### config.mk
export PLATFORM = sky130hd
export DESIGN_NAME = transfer_branch_exec
export DESIGN_NICKNAME = d
export VERILOG_FILES = /design/src/tbx_pkg.sv /design/src/transfer_branch_exec.sv
export VERILOG_INCLUDE_DIRS = /design/src
export SDC_FILE = /design/constraint.sdc
export NUM_CORES = 2
export LEC_CHECK = 0
export BUFFER_PORTS_ARGS = -buffer_cell sky130_fd_sc_hd__buf_2
export CAP_MARGIN = 15
export CORE_MARGIN = 4
export CORE_UTILIZATION = 60
export DETAILED_ROUTE_END_ITERATION = 8
export HOLD_SLACK_MARGIN = 0.1
export MAX_ROUTING_LAYER = met4
export PLACE_DENSITY = 0.77
export SYNTH_ARGS = -nofsm -noshare
export SYNTH_HDL_FRONTEND = slang
export SYNTH_SLANG_ARGS = --single-unit
### constraint.sdc
create_clock -name pclk -period 6.6 [get_ports pclk]
set_input_delay 0.99 -clock pclk [delete_from_list [all_inputs] [get_ports pclk]]
set_output_delay 0.99 -clock pclk [all_outputs]
set_load 0.1 [all_outputs]
### src/tbx_defines.svh
// Offsets, encodings, field positions and reset values for the transfer/branch unit
`ifndef TBX_DEFINES_SVH
`define TBX_DEFINES_SVH
`define OFF_INSTR     8'h00
`define OFF_PROG_CNT  8'h04
`define OFF_ADDR_REG  8'h08
`define OFF_STK_PTR   8'h0c
`define OFF_BUF       8'h10
`define OFF_WR        8'h14
`define OFF_INDEX     8'h18
`define OFF_CTRL      8'h1c
`define OFF_DADDR     8'h20
`define OFF_DDATA     8'h24
`define OFF_STATUS    8'h28
`define CTRL_IDX_EN   0
`define CTRL_BANK_LSB 4
`define CTRL_BANK_MSB 7
`define OP_GROUP      5'h07
`define OP_MOVI       5'h1d
`define OP_JUMP       5'h0c
`define FN_TABLE      4'h1
`define FN_PUSH       4'hd
`define FN_POP        4'hc
`define FN_BRAR       4'h4
`define FN_PEEK       4'h3
`define FN_POKE       4'h2
`define FN_GET        4'hb
`define FN_PUT        4'ha
`define REGF_DM_BASE  7'h40
`define REGF_SYS_BASE 7'h74
`define STATUS_ADDR   7'h7f
`define BUF_BASE      7'h0c
`define RST_PROG_CNT  10'h000
`define RST_ADDR_REG  10'h000
`define RST_STK_PTR   3'h0
`define RST_WR        4'h0
`define RST_INDEX     11'h000
`define RST_BANK      4'h0
`define RST_INSTR     16'h0000
`endif

### src/tbx_pkg.sv
// Types shared by the transfer/branch unit
package tbx_pkg;
  typedef enum logic [3:0] {
    OP_NONE, OP_MOVI, OP_TABLE, OP_PUSH, OP_POP, OP_PEEK,
    OP_POKE, OP_GET, OP_PUT, OP_JUMP, OP_BRAR
  } op_t;
  typedef struct packed {
    logic [9:0]  program_counter;
    logic [9:0]  address_register;
    logic [2:0]  stack_pointer;
    logic [3:0]  window_reg;
    logic [10:0] index_value;
    logic        index_enable_flag;
    logic [3:0]  bank;
    logic [15:0] last_instr;
    logic [10:0] dm_addr;
    logic [31:0] prdata;
    logic        per_we;
    logic [6:0]  per_waddr;
    logic [15:0] per_wdata;
  } state_t;
endpackage

### src/transfer_branch_exec.sv
// Transfer and branch instruction execution unit with an APB register port
//
// What this block does
// RULE_01: Immediate move with index enabled writes location redirected by index value.
// RULE_02: Table read fetches program word at address register into data buffer.
// RULE_03: Table word lands as four nibbles, most significant in highest buffer nibble.
// RULE_04: Table read occupies one return stack level while it runs.
// RULE_05: Push decrements stack pointer, then stores address register at new entry.
// RULE_06: Pop loads address register from entry at pointer, then increments pointer.
// RULE_07: Peek copies the addressed register file nibble into the window register.
// RULE_08: Poke writes the window register nibble into the addressed register file.
// RULE_09: Register file 40H-7FH aliases current bank data memory, 74H-7FH system.
// RULE_10: Program status word sits at 7FH so peek of 7FH returns it.
// RULE_11: Peripheral get copies the addressed peripheral register into the buffer.
// RULE_12: Peripheral put copies the data buffer into the addressed peripheral.
// RULE_13: Data buffer nibbles always live at bank zero locations 0CH-0FH.
// RULE_14: Get from an 8-bit peripheral fills only the low 8 buffer bits.
// RULE_15: Put to an 8-bit peripheral transfers only the two low nibbles.
// RULE_16: Direct branch loads program counter from the instruction's address field.
// RULE_17: Indirect branch loads program counter from the address register.
// RULE_18: Indexed address is the bitwise OR of index value and operand address.
// RULE_19: Upper six address register bits read zero; ten bits are usable.
// RULE_20: Each instruction completes in one cycle before the next executes.
`timescale 1ns/1ps
`include "tbx_defines.svh"
module transfer_branch_exec #(
  parameter int BANK_W = 1
) (
  // Clock and reset
  input  wire logic        pclk,
  input  wire logic        presetn,
  // APB slave
  input  wire logic        psel,
  input  wire logic        penable,
  input  wire logic        pwrite,
  input  wire logic [7:0]  paddr,
  input  wire logic [31:0] pwdata,
  output logic [31:0]      prdata,
  output logic             pready,
  output logic             pslverr,
  // Program memory read port
  output logic [9:0]       pmem_addr,
  input  wire logic [15:0] pmem_data,
  // Peripheral access
  output logic             periph_re,
  output logic [6:0]       periph_addr,
  input  wire logic [15:0] periph_rdata,
  input  wire logic        periph_wide,
  output logic             periph_we,
  output logic [6:0]       periph_waddr,
  output logic [15:0]      periph_wdata,
  // Status
  output logic [3:0]       program_status_word
);
  localparam int DM_W  = BANK_W + 7;
  localparam int DM_N  = 1 << DM_W;
  localparam int RS_N  = 8;

  tbx_pkg::state_t s_reg;
  tbx_pkg::state_t s_next;
  tbx_pkg::op_t    op;

  // Memories sit outside the state struct; arrays do not pack
  logic [3:0]  dmem [DM_N];
  logic [3:0]  rfile [64];
  logic [9:0]  rstack [RS_N];

  logic            dm_we;
  logic [DM_W-1:0] dm_wa;
  logic [3:0]      dm_wd;
  logic            buf_we;
  logic [3:0]      buf_mask;
  logic [15:0]     buf_wd;
  logic            regf_we;
  logic [5:0]      regf_wa;
  logic [3:0]      regf_wd;
  logic            rs_we;
  logic [2:0]      rs_wa;
  logic [9:0]      rs_wd;

  logic            wr_acc;
  logic            rd_setup;
  logic            exec;
  logic [15:0]     ins;
  logic [6:0]      rfa;
  logic [10:0]     eff_addr;
  logic [DM_W-1:0] regf_dm_idx;
  logic [3:0]      regf_rdata;
  logic [15:0]     buf_cur;
  logic            mapped;

  assign wr_acc   = psel & penable & pwrite;
  assign rd_setup = psel & ~penable & ~pwrite;
  assign exec     = wr_acc & (paddr == `OFF_INSTR);
  assign ins      = pwdata[15:0];
  assign rfa      = {ins[10:8], ins[3:0]};

  // Buffer is pinned to bank zero whatever the bank register says [RULE_13]
  assign buf_cur = {dmem[DM_W'(`BUF_BASE) + DM_W'(3)], dmem[DM_W'(`BUF_BASE) + DM_W'(2)],
                    dmem[DM_W'(`BUF_BASE) + DM_W'(1)], dmem[DM_W'(`BUF_BASE)]};

  // Index OR, never add: carries would cross into the bank field [RULE_18]
  always_comb begin
    eff_addr = {s_reg.bank, ins[10:4]};
    if (s_reg.index_enable_flag) begin
      eff_addr = eff_addr | s_reg.index_value; // [RULE_01] [RULE_18]
    end
  end

  // System register part is shared, so it always resolves to bank zero [RULE_09]
  always_comb begin
    if (rfa >= `REGF_SYS_BASE) begin
      regf_dm_idx = DM_W'(rfa);
    end else begin
      regf_dm_idx = DM_W'({s_reg.bank, rfa});
    end
    if (rfa < `REGF_DM_BASE) begin
      regf_rdata = rfile[rfa[5:0]];
    end else begin
      regf_rdata = dmem[regf_dm_idx]; // [RULE_09] [RULE_10]
    end
  end

  always_comb begin
    op = tbx_pkg::OP_NONE;
    if (ins[15:11] == `OP_MOVI) begin
      op = tbx_pkg::OP_MOVI;
    end else if (ins[15:11] == `OP_JUMP) begin
      op = tbx_pkg::OP_JUMP;
    end else if (ins[15:11] == `OP_GROUP) begin
      unique case (ins[7:4])
        `FN_TABLE: op = tbx_pkg::OP_TABLE;
        `FN_PUSH: op = tbx_pkg::OP_PUSH;
        `FN_POP:  op = tbx_pkg::OP_POP;
        `FN_BRAR: op = tbx_pkg::OP_BRAR;
        `FN_PEEK: op = tbx_pkg::OP_PEEK;
        `FN_POKE: op = tbx_pkg::OP_POKE;
        `FN_GET:  op = tbx_pkg::OP_GET;
        `FN_PUT:  op = tbx_pkg::OP_PUT;
        default:  op = tbx_pkg::OP_NONE;
      endcase
    end
  end

  // Peripheral select is combinational so a get finishes in its own cycle
  assign periph_addr = rfa;
  assign periph_re   = exec & (op == tbx_pkg::OP_GET);
  assign pmem_addr   = s_reg.address_register;

  always_comb begin
    unique case (paddr)
      `OFF_INSTR, `OFF_PROG_CNT, `OFF_ADDR_REG, `OFF_STK_PTR, `OFF_BUF, `OFF_WR,
      `OFF_INDEX, `OFF_CTRL, `OFF_DADDR, `OFF_DDATA, `OFF_STATUS: mapped = 1'b1;
      default: mapped = 1'b0;
    endcase
  end

  assign pready  = 1'b1;
  assign pslverr = psel & penable & ~mapped;

  always_comb begin
    s_next        = s_reg;
    s_next.per_we = 1'b0;
    dm_we    = 1'b0;
    dm_wa    = '0;
    dm_wd    = 4'h0;
    buf_we   = 1'b0;
    buf_mask = 4'h0;
    buf_wd   = 16'h0000;
    regf_we  = 1'b0;
    regf_wa  = 6'h00;
    regf_wd  = 4'h0;
    rs_we    = 1'b0;
    rs_wa    = 3'h0;
    rs_wd    = 10'h000;
    // Read data is captured in setup so it stands through the access phase
    if (rd_setup) begin
      unique case (paddr)
        `OFF_INSTR: s_next.prdata = {16'h0000, s_reg.last_instr};
        `OFF_PROG_CNT: s_next.prdata = {22'h000000, s_reg.program_counter};
        `OFF_ADDR_REG: s_next.prdata = {22'h000000, s_reg.address_register}; // [RULE_19]
        `OFF_STK_PTR:  s_next.prdata = {29'h00000000, s_reg.stack_pointer};
        `OFF_BUF:      s_next.prdata = {16'h0000, buf_cur};
        `OFF_WR:       s_next.prdata = {28'h0000000, s_reg.window_reg};
        `OFF_INDEX:    s_next.prdata = {21'h000000, s_reg.index_value};
        `OFF_CTRL:  s_next.prdata = {24'h000000, s_reg.bank, 3'h0, s_reg.index_enable_flag};
        `OFF_DADDR: s_next.prdata = {21'h000000, s_reg.dm_addr};
        `OFF_DDATA: s_next.prdata = {28'h0000000, dmem[s_reg.dm_addr[DM_W-1:0]]};
        `OFF_STATUS: s_next.prdata = {28'h0000000, dmem[DM_W'(`STATUS_ADDR)]};
        default:    s_next.prdata = 32'h00000000;
      endcase
    end
    if (wr_acc) begin
      unique case (paddr)
        `OFF_PROG_CNT: s_next.program_counter = pwdata[9:0];
        `OFF_ADDR_REG: s_next.address_register = pwdata[9:0]; // [RULE_19]
        `OFF_STK_PTR:  s_next.stack_pointer = pwdata[2:0];
        `OFF_WR:       s_next.window_reg = pwdata[3:0];
        `OFF_INDEX:    s_next.index_value = pwdata[10:0];
        `OFF_DADDR: s_next.dm_addr = pwdata[10:0];
        `OFF_CTRL: begin
          s_next.index_enable_flag = pwdata[`CTRL_IDX_EN];
          s_next.bank = pwdata[`CTRL_BANK_MSB:`CTRL_BANK_LSB];
        end
        `OFF_BUF: begin
          buf_we   = 1'b1;
          buf_mask = 4'hf;
          buf_wd   = pwdata[15:0];
        end
        `OFF_DDATA: begin
          dm_we = 1'b1;
          dm_wa = s_reg.dm_addr[DM_W-1:0];
          dm_wd = pwdata[3:0];
        end
        default: begin
        end
      endcase
    end
    // Every instruction but put settles its destination at the edge it is written; put reaches the peripheral one edge later [RULE_20]
    if (exec) begin
      s_next.last_instr = ins;
      unique case (op)
        tbx_pkg::OP_MOVI: begin
          dm_we = 1'b1;
          dm_wa = eff_addr[DM_W-1:0]; // [RULE_01]
          dm_wd = ins[3:0];
        end
        tbx_pkg::OP_TABLE: begin
          // Return address parks one level below; pointer nets back unchanged
          rs_we    = 1'b1; // [RULE_04]
          rs_wa    = s_reg.stack_pointer - 3'h1;
          rs_wd    = s_reg.program_counter; // [RULE_04]
          buf_we   = 1'b1;
          buf_mask = 4'hf;
          buf_wd   = pmem_data; // [RULE_02] [RULE_03]
        end
        tbx_pkg::OP_PUSH: begin
          s_next.stack_pointer = s_reg.stack_pointer - 3'h1; // [RULE_05]
          rs_we = 1'b1;
          rs_wa = s_reg.stack_pointer - 3'h1; // [RULE_05]
          rs_wd = s_reg.address_register;
        end
        tbx_pkg::OP_POP: begin
          s_next.address_register = rstack[s_reg.stack_pointer]; // [RULE_06]
          s_next.stack_pointer = s_reg.stack_pointer + 3'h1; // [RULE_06]
        end
        tbx_pkg::OP_PEEK: begin
          s_next.window_reg = regf_rdata; // [RULE_07] [RULE_10]
        end
        tbx_pkg::OP_POKE: begin
          if (rfa < `REGF_DM_BASE) begin
            regf_we = 1'b1; // [RULE_08]
            regf_wa = rfa[5:0];
            regf_wd = s_reg.window_reg;
          end else begin
            dm_we = 1'b1; // [RULE_09]
            dm_wa = regf_dm_idx;
            dm_wd = s_reg.window_reg;
          end
        end
        tbx_pkg::OP_GET: begin
          buf_we   = 1'b1; // [RULE_11]
          buf_mask = periph_wide ? 4'hf : 4'h3; // [RULE_14]
          buf_wd   = periph_rdata;
        end
        tbx_pkg::OP_PUT: begin
          s_next.per_we    = 1'b1; // [RULE_12]
          s_next.per_waddr = rfa;
          s_next.per_wdata = periph_wide ? buf_cur : {8'h00, buf_cur[7:0]}; // [RULE_15]
        end
        tbx_pkg::OP_JUMP: begin
          s_next.program_counter = ins[9:0]; // [RULE_16]
        end
        tbx_pkg::OP_BRAR: begin
          s_next.program_counter = s_reg.address_register; // [RULE_17]
        end
        tbx_pkg::OP_NONE: begin
        end
      endcase
    end
  end

  always_ff @(posedge pclk or negedge presetn) begin
    if (!presetn) begin
      s_reg <= '{
        program_counter:   `RST_PROG_CNT,
        address_register:  `RST_ADDR_REG,
        stack_pointer:     `RST_STK_PTR,
        window_reg:        `RST_WR,
        index_value:       `RST_INDEX,
        index_enable_flag: 1'b0,
        bank:              `RST_BANK,
        last_instr:        `RST_INSTR,
        dm_addr:           11'h000,
        prdata:            32'h00000000,
        per_we:            1'b0,
        per_waddr:         7'h00,
        per_wdata:         16'h0000
      };
    end else begin
      s_reg <= s_next;
    end
  end

  // Memory contents are left unreset; software initialises what it uses
  always_ff @(posedge pclk) begin
    if (dm_we) begin
      dmem[dm_wa] <= dm_wd;
    end
    if (buf_we) begin
      for (int i = 0; i < 4; i++) begin
        if (buf_mask[i]) begin
          dmem[DM_W'(`BUF_BASE) + DM_W'(i)] <= buf_wd[4*i +: 4]; // [RULE_03] [RULE_13]
        end
      end
    end
    if (regf_we) begin
      rfile[regf_wa] <= regf_wd;
    end
    if (rs_we) begin
      rstack[rs_wa] <= rs_wd;
    end
  end

  assign prdata              = s_reg.prdata;
  assign periph_we           = s_reg.per_we;
  assign periph_waddr        = s_reg.per_waddr;
  assign periph_wdata        = s_reg.per_wdata;
  assign program_status_word = dmem[DM_W'(`STATUS_ADDR)]; // [RULE_10]

endmodule

==> reports/metrics.cfg <==
[job]
max_cap_viol_count = 0

[die]
io_pins = 158
fp.dieArea_um2 = 114000
die_height_um = 338
die_w_um = 338
number_of_placement_rows = 120
initial_utilization = 0.606
design.core.area_um2 = 108000

[detailed_routing]
drtIter0Drc = 5783
drt_pre_antenna_iters = 8
post-route-drc-count = 0
avgViaCountPerCell = 7.30
antenna_violating_nets_post_route = 0
wl_per_cell_um = 33.4
routed-via-count = 38800
routed_wirelength_um = 178000

[clock_tree]
cts-resized-gates = 0
clk_pin_slew_worst_paths_ns = 0.06
post_cts_hold_buffer_count = 0
cts_tree = built
cts_inserted_buffers = 147
htree_num_levels = 4
clock_sinks = 1470
worst_skew_pair.late_latency_ns = 0.76
cts-root-to-sink-buffers = 3
cts_post_setup_buffers_inserted = 0
cell_at_the_root_of_the_clock_tree = sky130_fd_sc_hd__clkbuf_16

[layout]
largest-register = dmem
finalCoreUtilization = 0.668
filler_cell_count_in_the_final_layout = 6978
synthToLayoutAreaGrowth_pct = 10.1
largest_regs = dmem: 1024 flops, rfile: 256 flops, rstack: 80 flops
largest_register_ffs = 1024
final_nets = 3873
final_layout_size_suffix_gt1_frac = 0.265
multi_input_area_um2 = 19900
seqCellArea_um2 = 43600

[global_route]
via_count_of_the_first_global_routing_pass = 38700
pin_count_of_the_biggest_net_entering_global_routing = 101
overflow = 0
grt_use_met3 = 0.0815
met1_demand_to_capacity_share_in_global_routing = 0.424
grt_pass1_wl_um = 261000
grt_busiest_layer = met2
globalRouteMet2Util = 0.489
grtUsageTotal = 0.325
antenna_found_initial = 5

[outcome]
run_status = finished clean

[yosys]
synth_top_family_by_area = multiplexers
postSynthCellCount = 3743
synth_top_area_frac = 0.626
synth.most_common_cell = sky130_fd_sc_hd__edfxtp_1
synth_simple_gate_area_share = 0.0588
largest_area_contributor_in_the_synthesized_netlist = sky130_fd_sc_hd__edfxtp_1
synth.distinct_cells = 87
synth.cell_area_um2 = 65200
postSynthAreaPerCell_um2 = 17.4
ys_top_cells_by_area = sky130_fd_sc_hd__edfxtp_1 (63%), sky130_fd_sc_hd__mux4_2 (16%), sky130_fd_sc_hd__dfrtp_1 (4.2%)
synth_sequential_area_ratio = 0.669
ys.warnings.count = 0
synth_xor_area_frac = 0.000269
async_flop_share = 0.0748
synth-adder-area-share = 0.00115
compound_gate_fraction_of_synth_area = 0.0540
synth_top_cells_by_count = sky130_fd_sc_hd__edfxtp_1 (1360), sky130_fd_sc_hd__mux4_2 (456), sky130_fd_sc_hd__clkbuf_1 (203), sky130_fd_sc_hd__nor2_1 (188), sky130_fd_sc_hd__nor4_1 (171)
synth_flop_cell = sky130_fd_sc_hd__edfxtp_1
muxShareOfSynthArea = 0.188
edff_count_synth = 1360
synth.ff_latch_count = 1470

[timing]
max_clock_freq_mhz = 193
post-route-period-util = 0.786
tightest_slew_ns = 1.23
worst_clock_skew_ns = 0.0272
finalHoldViolations = 0
finalWorstPathRequiredPeriod_ns = 5.19
timing.slew.headroom = 0.177
hold_slack_ns = 0.261
final-setup-viol-count = 0
final_max_slew_violation_count = 0
rsz0062_at_grt = false
setup_tns_ns = 0

[worst_hold_path]
hold_class = in2async

[critical_path]
crit_path_start = pwdata[4]
startpoint_type = input port
worst_path_largest_cell_delay_ns = 0.79
crit_path_cell_trace = buf_2 > inv_1 > ha_1 > nor3b_1 > o2111ai_2 > or2_0 > o32ai_1 > a22o_2 > nand4_1 > buf_4 > nor4_1
worstSetupEndpointType = flop
timing_worst_setup_path_type = in2reg
worst-endpoint-arrival_ns = 5.56
worst_r2r_startpoint = s_reg[56]$_DFFE_PN0P_
worst-endpoint-required_ns = 6.97
cp.buffers_inverters = 3
cp_slowest_cell = sky130_fd_sc_hd__nor4_1
critical_path_peak_fanout = 10
crit_family = simple AND/OR/NAND/NOR gates

[power]
ir_worst_vdd_mv = 0.242
power.density_cell_area_nw_per_um2 = 260
power.static_leakage_uw = 0.0222

[placed_design]
gp_congestion = 0.932
numPortBuffers = 124
post-dp-hpwl_um = 112000

[report_power, final]
part | switching (uW) | internal [uW]
Sequential | 16.1 | 10000
Clock | 3510 | 4600
Combinational | 363 | 172
[worst reg2reg max path, delay by kind of cell (launching register included)]
family	cells	cell delay, ns
buffers and inverters	2	1.33
AO/OA/AOI/OAI	1	0.23
AND/OR/NAND/NOR	3	1.72
flip-flops	1	0.94
[final timing paths]
kind,end,slack (ns),depth (start not counted)
max reg2reg,dmem[189][3]$_DFFE_PP_,1.99,6
max in group asynchronous,s_reg[57]$_DFFE_PN0P_,4.95,2
min,periph_wdata[3]$_DFFE_PN0P_,0.26,1
min in group pclk,prdata[7]$_DFFE_PN0P_,0.48,1
min reg2reg,prdata[7]$_DFFE_PN0P_,0.48,1
max,dmem[189][3]$_DFFE_PP_,1.41,11
[metal layers]
layer / wire, um / up-vias
li1: - / 15600
met2: 83700 / 2810
met4: 9390 / 0
met3: 22700 / 607
met1: 61800 / 19800
met5: 0 / -
[layout by cell type (no fill, tap or decap), drive strengths merged, types with 18 or more instances in the layout]
cell	count
nor3	31
nand4	20
clkinv	58
nand3	44
a21oi	69
a222oi	22
a22oi	77
edfxtp	1360
mux4	456
o21ai	90
dfrtp	110
o22ai	47
nor4	196
a211oi	19
mux2	34
a221oi	18
inv	28
buf	255
nor2b	19
clkbuf	191
nand2	160
mux2i	162
a22o	30
nor2	189
[layout make-up]
cell class / count / area share
antenna: 5 / 0.000174
clock buffer: 190 / 0.0545
clock inverter: 81 / 0.00995
inverter: 21 / 0.00139
multi-input combinational: 1893 / 0.277
sequential: 1470 / 0.607
tap: 1403 / 0.0245
timing repair buffer: 256 / 0.0255
[logic make-up (layout without fill, tap and decap cells)]
group / Yosys count / after routing
XOR/XNOR: 2 / 2
flip-flops: 1470 / 1470
AND/OR/NAND/NOR: 719 / 719
buffers and inverters: 395 / 548
AO/OA/AOI/OAI: 497 / 497
adder cells (fa/ha/maj): 6 / 6
other: 2 / 22
multiplexers: 652 / 652
[metrics by stage]
step | power [uW] | instance area [um^2] | worst slack, ns | instances
after floorplan | 10600 | 65300 | 0.467 | 3758
after global placement | 10800 | 67100 | 0.987 | 5037
after global routing | 19200 | 71800 | 1.22 | 5318
after CTS | 18700 | 71700 | 1.66 | 5308
after detailed placement | 10800 | 67100 | 0.899 | 5037
final | 18700 | 71800 | 1.41 | 5319
Power figures use the tool's default switching activity.
